<file path="config.mk">
export PLATFORM = sky130hd
export DESIGN_NAME = pfp_panel
export DESIGN_NICKNAME = d
export VERILOG_FILES = /design/src/verilog/pfp_pkg.sv /design/src/verilog/pfp_panel.sv
export SDC_FILE = /design/constraint.sdc
export NUM_CORES = 1
export LEC_CHECK = 0
export BUFFER_PORTS_ARGS = -buffer_cell sky130_fd_sc_hd__buf_2
export CORE_MARGIN = 10
export CORE_UTILIZATION = 56
export CTS_BUF_LIST = sky130_fd_sc_hd__clkbuf_2 sky130_fd_sc_hd__clkbuf_4 sky130_fd_sc_hd__clkbuf_8
export CTS_CLUSTER_DIAMETER = 120
export DETAILED_ROUTE_END_ITERATION = 12
export PLACE_DENSITY = 0.78
export SETUP_SLACK_MARGIN = 0.02
export SYNTH_ARGS = -nofsm -noshare
export SYNTH_HDL_FRONTEND = slang
export SYNTH_SLANG_ARGS = --single-unit
</file>
<file path="constraint.sdc">
create_clock -name aclk -period 8.5 [get_ports aclk]
set_clock_uncertainty 0.1 [all_clocks]
set_input_delay 0.425 -clock aclk [delete_from_list [all_inputs] [get_ports aclk]]
set_output_delay 0.425 -clock aclk [all_outputs]
set_load 0.02 [all_outputs]
</file>
<file path="src/verilog/pfp_pkg.sv">
// Constants and types for the front panel knob and button control
package pfp_pkg;
    localparam int NCH = 3;
    localparam int NBTN = 6;
    // Button indices
    localparam int BTN_RES = 0;
    localparam int BTN_ZERO = 1;
    localparam int BTN_MAX = 2;
    localparam int BTN_LOOP = 3;
    localparam int BTN_UNIT = 4;
    localparam int BTN_CHAN = 5;
    // Resolution states, coarse is the power-up value
    typedef enum logic [1:0] {
        RES_COARSE = 2'b00,
        RES_FINE = 2'b01,
        RES_PARK = 2'b10
    } pfp_res_t;
    // Limit selections, setpoint LSB is 10 mV
    localparam logic [1:0] LIM_SEL_75 = 2'h0;
    localparam logic [1:0] LIM_SEL_100 = 2'h1;
    localparam logic [1:0] LIM_SEL_150 = 2'h2;
    localparam logic [1:0] LIM_SEL_RST = LIM_SEL_75;
    localparam logic [15:0] LIM_75 = 16'h1D4C;
    localparam logic [15:0] LIM_100 = 16'h2710;
    localparam logic [15:0] LIM_150 = 16'h3A98;
    // Knob scaling: 75 V span over about 12 coarse turns
    localparam int ENC_CPR = 20;
    localparam int SPAN_TURNS = 12;
    localparam int COARSE_RATIO = 10;
    localparam logic [15:0] FINE_STEP =
        16'(int'(LIM_75) / (SPAN_TURNS * ENC_CPR * COARSE_RATIO));
    localparam logic [15:0] COARSE_STEP = 16'(int'(FINE_STEP) * COARSE_RATIO);
    localparam logic [15:0] ZERO_DEC = 16'h0004;
    localparam logic [3:0] BRIGHT_RST = 4'h8;
    // Timing
    localparam int CLK_KHZ = 100000;
    localparam int MS_CYC_DEF = CLK_KHZ;
    localparam int DEB_MS = 5;
    localparam int BLINK_MS = 250;
    // Register map, byte addresses
    localparam logic [7:0] REG_CTRL = 8'h00;
    localparam logic [7:0] REG_STAT = 8'h04;
    localparam logic [7:0] REG_SETPT = 8'h08;
    localparam logic [7:0] REG_BRIGHT = 8'h0C;
    localparam int CTRL_IDENT = 0;
    localparam int CTRL_ZERO = 1;
    localparam logic [1:0] RESP_OKAY = 2'h0;
    localparam logic [1:0] RESP_DECERR = 2'h3;
endpackage

</file>
<file path="src/verilog/pfp_panel.sv">
// Front panel control: buttons, knob, lamps, display and register slave
// Operation
// - Resolution release cycles coarse, fine, parked
// - Coarse step is ten times fine
// - Coarse 75 V span about twelve turns
// - Parked state ignores knob rotation
// - Resolution resets to coarse
// - Zeroed lamp flashes while zeroing
// - Zeroing display counts down toward zero
// - Zeroed lamp steady after zeroing
// - Max release enters flashing limit edit
// - Knob cycles limit 75, 100, 150
// - Second max release stores limit
// - Legacy stage forces 75 V limit
// - Clockwise saturates at limit, reverses immediately
// - Anticlockwise saturates at zero, reverses immediately
// - Closed adjusts position, open adjusts voltage
// - Loop button toggles; closed lamp follows
// - Unit button toggles microns or volts
// - Held resolution button: knob sets brightness
// - Host identify makes display flash
// - Panel actions apply to selected channel
`timescale 1ns/1ps
module pfp_panel #(
    parameter int MS_CYC = pfp_pkg::MS_CYC_DEF
) (
    input wire logic aclk,
    input wire logic aresetn,
    input wire logic [7:0] awaddr,
    input wire logic awvalid,
    output logic awready,
    input wire logic [31:0] wdata,
    input wire logic [3:0] wstrb,
    input wire logic wvalid,
    output logic wready,
    output logic [1:0] bresp,
    output logic bvalid,
    input wire logic bready,
    input wire logic [7:0] araddr,
    input wire logic arvalid,
    output logic arready,
    output logic [31:0] rdata,
    output logic [1:0] rresp,
    output logic rvalid,
    input wire logic rready,
    input wire logic [pfp_pkg::NBTN-1:0] btn,
    input wire logic enc_a,
    input wire logic enc_b,
    input wire logic legacy_stage,
    input wire logic [pfp_pkg::NCH-1:0] zero_done,
    output logic [15:0] disp_value,
    output logic disp_blank,
    output logic [3:0] disp_bright,
    output logic lamp_microns,
    output logic lamp_closed,
    output logic lamp_zeroed,
    output logic [pfp_pkg::NCH-1:0] chan_led,
    output logic [pfp_pkg::NCH-1:0][15:0] volt_sp,
    output logic [pfp_pkg::NCH-1:0][15:0] pos_sp,
    output logic [pfp_pkg::NCH-1:0] loop_closed,
    output logic [pfp_pkg::NCH-1:0] zeroing
);
    localparam int NCH = pfp_pkg::NCH;

    typedef struct packed {
        logic [19:0] pre;
        logic [7:0] bl;
        logic ph;
        logic [pfp_pkg::NBTN-1:0] stab;
        logic [pfp_pkg::NBTN-1:0][2:0] dcnt;
        logic qa;
        logic [1:0] sel;
        logic edit;
        logic [1:0] cand;
        logic hturn;
        logic [3:0] bright;
        logic [NCH-1:0][1:0] res;
        logic [NCH-1:0] closed;
        logic [NCH-1:0] microns;
        logic [NCH-1:0] zing;
        logic [NCH-1:0] zed;
        logic [NCH-1:0][1:0] lim;
        logic [1:0][NCH-1:0][15:0] sp;
        logic [NCH-1:0][15:0] zc;
        logic ident;
        logic awg;
        logic wg;
        logic [7:0] awa;
        logic [31:0] wd;
        logic [3:0] ws;
        logic bv;
        logic [1:0] br;
        logic rv;
        logic [31:0] rd;
        logic [1:0] rr;
        logic [15:0] dval;
        logic dblank;
        logic lm;
        logic lc;
        logic lz;
    } pfp_st_t;

    pfp_st_t s;
    pfp_st_t next_s;
    logic tick;
    logic cw;
    logic ccw;
    logic knob;
    logic zreq;
    logic [pfp_pkg::NBTN-1:0] pr;
    logic [pfp_pkg::NBTN-1:0] rl;
    logic [15:0] step;
    logic [15:0] elim;
    logic [16:0] sum;
    logic msel;

    function automatic logic [15:0] lim_v(input logic [1:0] l);
        case (l)
            pfp_pkg::LIM_SEL_100: lim_v = pfp_pkg::LIM_100;
            pfp_pkg::LIM_SEL_150: lim_v = pfp_pkg::LIM_150;
            default: lim_v = pfp_pkg::LIM_75;
        endcase
    endfunction

    function automatic logic [1:0] cyc3(input logic [1:0] v, input logic up);
        if (up) begin
            cyc3 = (v == 2'h2) ? 2'h0 : v + 2'h1;
        end else begin
            cyc3 = (v == 2'h0) ? 2'h2 : v - 2'h1;
        end
    endfunction

    always_comb begin
        next_s = s;
        zreq = 1'b0;
        elim = pfp_pkg::LIM_75;
        sum = '0;
        // Millisecond prescaler shared by debounce, blink and zeroing
        tick = (s.pre == 20'(MS_CYC - 1));
        next_s.pre = tick ? '0 : s.pre + 20'h1;
        if (tick) begin
            next_s.bl = s.bl + 8'h1;
            if (s.bl == 8'(pfp_pkg::BLINK_MS - 1)) begin
                next_s.bl = '0;
                next_s.ph = ~s.ph;
            end
        end
        // A level must hold for DEB_MS ticks before it counts
        for (int i = 0; i < pfp_pkg::NBTN; i++) begin
            if (btn[i] == s.stab[i]) begin
                next_s.dcnt[i] = '0;
            end else if (tick) begin
                if (s.dcnt[i] == 3'(pfp_pkg::DEB_MS - 1)) begin
                    next_s.stab[i] = btn[i];
                    next_s.dcnt[i] = '0;
                end else begin
                    next_s.dcnt[i] = s.dcnt[i] + 3'h1;
                end
            end
        end
        pr = next_s.stab & ~s.stab;
        rl = s.stab & ~next_s.stab;
        // One count per rising edge of A, B gives direction
        next_s.qa = enc_a;
        cw = enc_a & ~s.qa & ~enc_b;
        ccw = enc_a & ~s.qa & enc_b;
        knob = cw | ccw;
        step = (s.res[s.sel] == pfp_pkg::RES_FINE) ?
            pfp_pkg::FINE_STEP : pfp_pkg::COARSE_STEP;
        msel = s.closed[s.sel];
        if (pr[pfp_pkg::BTN_CHAN]) begin
            next_s.sel = (s.sel == 2'(NCH - 1)) ? 2'h0 : s.sel + 2'h1;
        end
        if (rl[pfp_pkg::BTN_MAX]) begin
            if (s.edit) begin
                next_s.lim[s.sel] = s.cand;
                next_s.edit = 1'b0;
            end else begin
                next_s.edit = 1'b1;
                next_s.cand = s.lim[s.sel];
            end
        end
        if (pr[pfp_pkg::BTN_RES]) begin
            next_s.hturn = 1'b0;
        end
        if (s.stab[pfp_pkg::BTN_RES]) begin
            if (knob) begin
                next_s.hturn = 1'b1;
                if (cw && s.bright != 4'hF) begin
                    next_s.bright = s.bright + 4'h1;
                end else if (ccw && s.bright != 4'h0) begin
                    next_s.bright = s.bright - 4'h1;
                end
            end
        end else if (s.edit) begin
            if (knob) begin
                next_s.cand = cyc3(s.cand, cw);
            end
        end else if (knob && s.res[s.sel] != pfp_pkg::RES_PARK) begin
            elim = legacy_stage ? pfp_pkg::LIM_75 : lim_v(s.lim[s.sel]);
            if (cw) begin
                sum = {1'b0, s.sp[msel][s.sel]} + {1'b0, step};
                next_s.sp[msel][s.sel] =
                    (sum > {1'b0, elim}) ? elim : sum[15:0];
            end else begin
                next_s.sp[msel][s.sel] = (s.sp[msel][s.sel] > step) ?
                    s.sp[msel][s.sel] - step : 16'h0000;
            end
        end
        // Release toggles only if the knob was not used for brightness,
        // a turn in the release cycle itself counts as used
        if (rl[pfp_pkg::BTN_RES] && !next_s.hturn) begin
            case (s.res[s.sel])
                pfp_pkg::RES_COARSE: next_s.res[s.sel] = pfp_pkg::RES_FINE;
                pfp_pkg::RES_FINE: next_s.res[s.sel] = pfp_pkg::RES_PARK;
                default: next_s.res[s.sel] = pfp_pkg::RES_COARSE;
            endcase
        end
        if (pr[pfp_pkg::BTN_LOOP]) begin
            next_s.closed[s.sel] = ~s.closed[s.sel];
        end
        if (pr[pfp_pkg::BTN_UNIT]) begin
            next_s.microns[s.sel] = ~s.microns[s.sel];
        end
        // Register slave, address and data may come in either order
        if (awvalid && !s.awg && !s.bv) begin
            next_s.awg = 1'b1;
            next_s.awa = awaddr;
        end
        if (wvalid && !s.wg && !s.bv) begin
            next_s.wg = 1'b1;
            next_s.wd = wdata;
            next_s.ws = wstrb;
        end
        if (s.awg && s.wg) begin
            next_s.awg = 1'b0;
            next_s.wg = 1'b0;
            next_s.bv = 1'b1;
            next_s.br = pfp_pkg::RESP_DECERR;
            if (s.awa == pfp_pkg::REG_CTRL) begin
                next_s.br = pfp_pkg::RESP_OKAY;
                if (s.ws[0]) begin
                    next_s.ident = s.wd[pfp_pkg::CTRL_IDENT];
                    zreq = s.wd[pfp_pkg::CTRL_ZERO];
                end
            end
        end
        if (s.bv && bready) begin
            next_s.bv = 1'b0;
        end
        if (arvalid && !s.rv) begin
            next_s.rv = 1'b1;
            next_s.rr = pfp_pkg::RESP_OKAY;
            case (araddr)
                pfp_pkg::REG_CTRL: next_s.rd = {31'h0, s.ident};
                pfp_pkg::REG_STAT: next_s.rd = {20'h0, legacy_stage, s.zed[s.sel],
                    s.zing[s.sel], s.microns[s.sel], s.closed[s.sel], s.edit,
                    s.res[s.sel], 2'h0, s.sel};
                pfp_pkg::REG_SETPT: next_s.rd = {16'h0, s.sp[msel][s.sel]};
                pfp_pkg::REG_BRIGHT: next_s.rd = {28'h0, s.bright};
                default: begin
                    next_s.rd = '0;
                    next_s.rr = pfp_pkg::RESP_DECERR;
                end
            endcase
        end else if (s.rv && rready) begin
            next_s.rv = 1'b0;
        end
        // Zeroing display walks down until the loop reports done or the count reaches zero
        for (int c = 0; c < NCH; c++) begin
            if (s.zing[c]) begin
                if (zero_done[c] || s.zc[c] == 16'h0000) begin
                    next_s.zing[c] = 1'b0;
                    next_s.zed[c] = 1'b1;
                end else if (tick) begin
                    next_s.zc[c] = (s.zc[c] > pfp_pkg::ZERO_DEC) ?
                        s.zc[c] - pfp_pkg::ZERO_DEC : 16'h0000;
                end
            end
        end
        if (pr[pfp_pkg::BTN_ZERO] || zreq) begin
            next_s.zing[s.sel] = 1'b1;
            next_s.zed[s.sel] = 1'b0;
            next_s.zc[s.sel] = s.sp[1][s.sel];
        end
        // A lowered limit pulls setpoints down, so reversal is immediate
        for (int c = 0; c < NCH; c++) begin
            for (int j = 0; j < 2; j++) begin
                if (legacy_stage && next_s.sp[j][c] > pfp_pkg::LIM_75) begin
                    next_s.sp[j][c] = pfp_pkg::LIM_75;
                end else if (next_s.sp[j][c] > lim_v(next_s.lim[c])) begin
                    next_s.sp[j][c] = lim_v(next_s.lim[c]);
                end
            end
        end
        if (next_s.edit) begin
            next_s.dval = lim_v(next_s.cand);
        end else if (next_s.zing[next_s.sel]) begin
            next_s.dval = next_s.zc[next_s.sel];
        end else begin
            next_s.dval = next_s.sp[next_s.microns[next_s.sel]][next_s.sel];
        end
        next_s.dblank = (next_s.edit | next_s.ident) & next_s.ph;
        next_s.lm = next_s.microns[next_s.sel];
        next_s.lc = next_s.closed[next_s.sel];
        next_s.lz = next_s.zing[next_s.sel] ? next_s.ph : next_s.zed[next_s.sel];
    end

    always_ff @(posedge aclk) begin
        if (!aresetn) begin
            s <= '0;
            s.bright <= pfp_pkg::BRIGHT_RST;
            s.lim <= {NCH{pfp_pkg::LIM_SEL_RST}};
        end else begin
            s <= next_s;
        end
    end

    assign awready = !s.awg && !s.bv;
    assign wready = !s.wg && !s.bv;
    assign bvalid = s.bv;
    assign bresp = s.br;
    assign arready = !s.rv;
    assign rvalid = s.rv;
    assign rdata = s.rd;
    assign rresp = s.rr;
    assign disp_value = s.dval;
    assign disp_blank = s.dblank;
    assign disp_bright = s.bright;
    assign lamp_microns = s.lm;
    assign lamp_closed = s.lc;
    assign lamp_zeroed = s.lz;
    assign volt_sp = s.sp[0];
    assign pos_sp = s.sp[1];
    assign loop_closed = s.closed;
    assign zeroing = s.zing;
    assign chan_led = NCH'(1) << s.sel;
endmodule

</file>
Yosys cells after proc, flatten, opt, wreduce, memory -nomap -nowiden
Index checks and enable logic that the tools add are counted.
Storage, ports and cells
  output and inout bits: 170
  register bits: 304
  logic and storage cells: 373
Operators by class
  bitwise operators: 27
  add/sub/neg operators: 18
  multiplexer cells: 169
  order comparisons: 23
  shift-type cells: 1
  reduce and logical (&&, ||, !) cells: 52
  equal/unequal tests: 32
Operators by type and width (number)
  $mux W16: 43
  $mux W96: 4
  $mux W48: 6
  $bwmux W96: 2
  $pmux W14 S2: 5
  $bmux W16 S2: 4
  $gt A16 B13 Y1 const B: 6
  $gt A16 B16 Y1: 6
  $pmux W16 S4: 1
  $mux W1: 52
  $bwmux W48: 1
  $demux W48 S1: 1
  $gt A16 B3 Y1 const B: 3
  $logic_not A16 Y1: 3
  $sub A16 B3 Y16 const B: 3
  $demux W16 S2: 1
  $mux W3: 10
  $mux W2: 14
  $logic_and A1 B1 Y1: 22
  $add A20 B1 Y20 const B: 1
  $eq A20 B17 Y1 const B: 1
  $add A3 B1 Y3 const B: 6
  $eq A3 B3 Y1 const B: 6
  $mux W6: 3
  49 further kinds: 118

Logic depth before layout (Yosys ltp)
  word-level depth: 28
  gate-level depth with buffers: 44
  depth with buffers taken out: 39

Least setup slack after synthesis
OpenSTA, ideal clock, no wires.
  path kind: register to register
  from: register s[282] (netlist bit)
  to: register s, in the netlist disp_value[2]
  slack: -0.093 ns
  buffers on the path: 8
  stages on the path, launching flop included: 40
  data arrival time: 8.373 ns
  library setup time: 0.120 ns
  required time: 8.280 ns
  cells stage by stage: dfxtp_1 > buf_2 > buf_2 > buf_1 > clkbuf_1 > buf_1 > o22ai_1 > ha_1 > clkbuf_1 > and2_1 > or4_1 > o21a_1 > a31o_2 > and2_1 > ha_1 > nand3_1 > or3_1 > nor3_1 > [... 4 more ...] > mux2i_1 > nand2_1 > a21boi_0 > inv_1 > ha_1 > a21o_1 > a21oi_1 > nor2b_1 > o21ai_0 > nand2b_1 > a221oi_1 > nand3_1 > o21ai_1 > clkbuf_1 > a21oi_1 > o22ai_1 > nor2_1 > o31a_1
On the way
  cells in the longest elaborated chain, start to end: 24
  elaborated cells on any way between the ends: 130
  those cells by class: add/sub (3); order compare (18); eq/ne (13); mux (85); bitwise (2); reduce/logical (9)
RTL lines
  start: declaration: RTL line pfp_panel.sv:103  | pfp_st_t s;
  start signal: assignment: RTL line pfp_panel.sv:315  | s <= next_s;
  parallel branches: the longest is 23 deep, another holds $add A16 B5 Y17
  $mux W16 (*): RTL line pfp_panel.sv:296  | if (next_s.edit) begin
Mark *: on every way between the ends. The select of a mux whose other input is x is not followed.
A chain may end at the register's enable or synchronous reset.

Final worst setup path
  from: register s, in the netlist loop_closed[0]
  to: register s, in the netlist disp_value[11]
On the way
  cells in the longest elaborated chain, start to end: 23
  elaborated cells on any way between the ends: 59
  those cells by class: add/sub (2); order compare (16); mux (34); reduce/logical (7)
RTL lines
  $bmux W1 S2 (*): RTL line pfp_panel.sv:170  | msel = s.closed[s.sel];
  $mux W1 (not written as such) (*): RTL line pfp_panel.sv:170
  $mux W48 (not written as such) (2 in a row): RTL line pfp_panel.sv:202, pfp_panel.sv:206, pfp_panel.sv:207
  $bmux W16 S2: RTL line pfp_panel.sv:202, pfp_panel.sv:206, pfp_panel.sv:207
  $mux W16 (not written as such): RTL line pfp_panel.sv:202, pfp_panel.sv:206, pfp_panel.sv:207
  $add A16 B5 Y17: RTL line pfp_panel.sv:202  | sum = {1'b0, s.sp[msel][s.sel]} + {1'b0, step};
  $gt A17 B16 Y1: RTL line pfp_panel.sv:204  | (sum > {1'b0, elim}) ? elim : sum[15:0];
  $mux W16: RTL line pfp_panel.sv:204
  [... 5 more ...]
  $gt A16 B16 Y1 or $gt A16 B13 Y1 (tied branches): RTL line pfp_panel.sv:291, pfp_panel.sv:289
  $mux W16 or $logic_and A1 B1 Y1 (tied branches): RTL line pfp_panel.sv:291, pfp_panel.sv:289
  $mux W16: RTL line pfp_panel.sv:289  | if (legacy_stage && next_s.sp[j][c] > pfp_pkg::LIM_75) begin
  $mux W48 (not written as such) (*) (2 in a row): RTL line pfp_panel.sv:301  | next_s.dval = next_s.sp[next_s.microns[next_s.sel]][next_s.sel];
  $bmux W16 S2 (*): RTL line pfp_panel.sv:301
  $mux W16 (not written as such) (*): RTL line pfp_panel.sv:301
  $mux W16 (*): RTL line pfp_panel.sv:298  | end else if (next_s.zing[next_s.sel]) begin
  $mux W16 (*): RTL line pfp_panel.sv:296
Mark *: on every way between the ends. The rest lies on a longest branch, timed or not. The select of a mux whose other input is x is not followed.

==> metrics list <==
* DRC violation total after the first TritonRoute iteration: 3338
* Routed via count: 23.5k
- In the detailed route, the total length drawn on met3 is about 13 mm.
- TritonCTS built the clock tree.
* Area share of the largest cell type after synthesis: 0.265
- Across the run, the number of max-cap violations was 0.
- Combined flip-flop and latch cell area: 0.00573 sq mm
* Final count of negative-setup-slack endpoints: 0
* Delay of the slowest cell on the worst path: 710 ps
- Vias in the first global route: 22.2k
- The flow ran to the end, and the final reports show no timing, DRC or antenna violations.
- Total length of routed met2 wires: ~41 mm
- In this run the remaining antenna-violating nets after routing total 0.
- STA classifies the critical path startpoint as a flop.
- # IOs: ~240
- Buf/Inv on CP: 7
- Die outline area: 0.0468 sq mm
- Fillcell total: 3224
- The first global-routing pass estimated ~140 mm of wire.
- Net switching power of the design: 1130 uW
- The tree is rooted in a sky130_fd_sc_hd__clkbuf_8.
- Final cell area excluding filler cells: 0.0253 sq mm
* Switching fraction of total power: 0.316
- Broken down by cell family, the worst path's largest delay share belongs to compound AO/OA/AOI/OAI gates.
- Yosys Warn Count: 0
* Clock period minus final worst setup slack: 8420 ps
* Share of total power in combinational logic: 0.191
- In this run the static leakage power is about 0.011 uW.
* GRT Util Overall: 0.388
- Final nets: 3259
- The first detailed-routing pass ran for 8 iterations.
- Flip-flop and latch count after synthesis: 286
- The wire-length estimate of the detail-placed layout is between 70 and 80 mm.
* Cell area after placement: 0.0235 sq mm
* Most used cell along the critical path: sky130_fd_sc_hd__buf_4
- Of the total power, registers draw 0.398.
- Hold Crit Class: in -> reg
- Arrival time worst endpoint: 8860 ps
* Most common cell after layout, fill and taps aside: sky130_fd_sc_hd__nand2_1
- Peak clock frequency supported by timing: 119 MHz
* Buffers from clock root to sink, at most: 3
- Counting flops with an async set or reset pin after synthesis yields a share of 0.
- Crit path kind: reg -> reg
* Wire length the detailed router placed on met1: 36.4 mm
* Clock H-tree levels: 2
* Post-route DRC violation count: 0
* Library cell contributing the largest single delay on the critical path: sky130_fd_sc_hd__a222oi_1
- Total routed wirelength: 96.1 mm
* Pin count of the biggest net entering global routing: 110
- Layout cell share with drive strength beyond 1: 0.231
- After detailed routing, the number of vias per cell comes to 6.50.
- At the pin with the least slew margin, the transition time is approximately 1100 ps.
- Final routed wire length divided by cell count: 26.6 um
- Period utilisation layout: 0.991
* Synth Cell Area: between 0.02 and 0.025 sq mm
- Counting flops with a built-in enable in the synthesized netlist gives 0.
* Power per cell area: 141 mW/mm^2
- At the later pin of the worst-skew pair, clock insertion delay measures 670 ps.
- Antenna violations before repair: 1
* Fraction of the yosys area taken by sequential cells: 0.265
* Number of instances in the synthesized netlist: 2790
- The highest layer touched by signal routing is met4.
- VDD sags by at most 143 uV.
* Starting utilization of the core area: 0.570
- The die is ~220 um tall.
* Internal power component: 2450 uW
- Area of the multi-input gates: roughly 0.014 sq mm
* # port buffers: 191
* Worst Path Max Fanout: 12
- The most used flip-flop cell after synthesis is sky130_fd_sc_hd__dfxtp_1.
- Clock tree sinks: around 290
- Library cell occupying the most area in the post-synthesis netlist: sky130_fd_sc_hd__dfxtp_1
- Number of max-slew violations in the final report: 0
- By area the synthesized netlist is led by sky130_fd_sc_hd__dfxtp_1, sky130_fd_sc_hd__ha_1, sky130_fd_sc_hd__buf_4, sky130_fd_sc_hd__nand2_1, sky130_fd_sc_hd__nor2_1.
* Inserted Clock Buffers: 52
- Clock power share: 0.411
* Layout-stage area growth over the synthesis result: 17.5%
- X dimension of the die: 216 um
- RSZ-0062 raised after global routing: yes
- Post-Route Utilization: 0.670
- Placement Rows: 71
- Leaving out fill and tap cells, the most frequent cells in the layout are sky130_fd_sc_hd__nand2_1, sky130_fd_sc_hd__dfxtp_1, sky130_fd_sc_hd__buf_4.
* Final hold viol count: 0
* Crit path capture type: flop
* Per-instance average area after synthesis: 7.73 sq um
- CP Data Required Time: 8940 ps
- Total gr overflow: 0
* Core area: between 0.03 and 0.04 sq mm
- Slew HR: 0.238
* Routability Congestion: 1.15
* Clock transition at the register clock pins on the worst setup and hold paths after CTS: 60 ps
* Cell variety after synth: between 100 and 150
power groups by stage:
stage	combinational [uW]	sequential, uW	clock [uW]
2_1_floorplan	369	1420	0
3_3_place_gp	612	1450	0
3_5_place_dp	619	1450	0
4_1_cts	631	1420	1480
5_1_grt	710	1420	1540
6_report	684	1420	1470
metal layers:
layer  global-route usage  vias up
met5                    0        -
li1                     -    10353
met2                0.584     1689
met1                0.483    11048
met3                0.114      389
met4                0.230        0
cell type report:
type                            instances  share of cell area
Multi-Input combinational cell       2142               0.560
Sequential cell                       286               0.226
Timing Repair Buffer                  483               0.128
Clock buffer                           83              0.0421
Tap cell                              511              0.0252
Inverter                               95              0.0142
Clock inverter                         10             0.00346
Antenna cell                            4            0.000395
tightest hold or removal path: stages:
cell and delay, ps:
sky130_fd_sc_hd__buf_2 160, sky130_fd_sc_hd__o2111ai_1 80, sky130_fd_sc_hd__a21boi_0 80
cell usage after synthesis (56+ instances only):
master                       n
sky130_fd_sc_hd__nand2_1   302
sky130_fd_sc_hd__dfxtp_1   286
sky130_fd_sc_hd__nor2_1    259
sky130_fd_sc_hd__buf_4     159
sky130_fd_sc_hd__a21oi_1   154
sky130_fd_sc_hd__o21ai_0   138
sky130_fd_sc_hd__ha_1      127
sky130_fd_sc_hd__clkbuf_1  104
sky130_fd_sc_hd__inv_1      91
sky130_fd_sc_hd__nor2b_1    81
sky130_fd_sc_hd__mux2i_1    80
sky130_fd_sc_hd__and2_1     78
sky130_fd_sc_hd__nor3_1     68
sky130_fd_sc_hd__nand3_1    58
sky130_fd_sc_hd__xor2_1     56
cells by family (layout without fill, tap and decap cells):
family | count (synthesis) | in the layout | synth area share
and+or+nand+nor | 1074 | 1074 | 0.246
DFF | 286 | 286 | 0.265
buffers and inverters | 389 | 671 | 0.0983
muxes | 112 | 112 | 0.0546
adders and majority gates | 128 | 128 | 0.0746
xor gates and xnor gates | 90 | 90 | 0.0365
other | 1 | 32 | 0.000174
AOI/OAI and AO/OA | 710 | 710 | 0.225
through the flow:
step	hold WS [ps]	power, uW	cells	setup slack [ps]	setup TNS, ps
global placement	340	2060	3478	8.37	0
floorplan	330	1790	2817	93.8	0
detailed placement	352	2070	3478	-102	-216
finish	50.2	3580	3614	80.7	0
CTS	21.6	3530	3591	22.0	0
global route	59.5	3670	3611	-112	-993
sequential cells by signal, summed over array words and instances (netlist names), 3 cells and up, named ones only:
name / flops
disp_bright: 4
loop_closed: 3
zeroing: 3
s: 139
disp_value: 16
volt_sp: 48
pos_sp: 48
rdata: 16
worst paths after layout:
kind              slack, ps        endpoint  cells past startpoint      startpoint
setup / recovery         80  disp_value[11]                     32  loop_closed[0]
hold / removal           50        rdata[3]                      3       araddr[3]
setup reg to reg         80  disp_value[11]                     32  loop_closed[0]
hold reg to reg         370           s[96]                      2           s[96]
what timing repair did:
action | 4_1_cts | 5_1_grt
setup buffers | 0 | 18
gates resized for setup | 7 | 87
setup endpoints to repair | 5 | 50
pin swaps | 0 | 15
cloned | 0 | 1
hold buffers | 20 | 0
endpoints found under the hold margin | 19 | 0
Note: power is estimated with default switching activity, not from simulation.
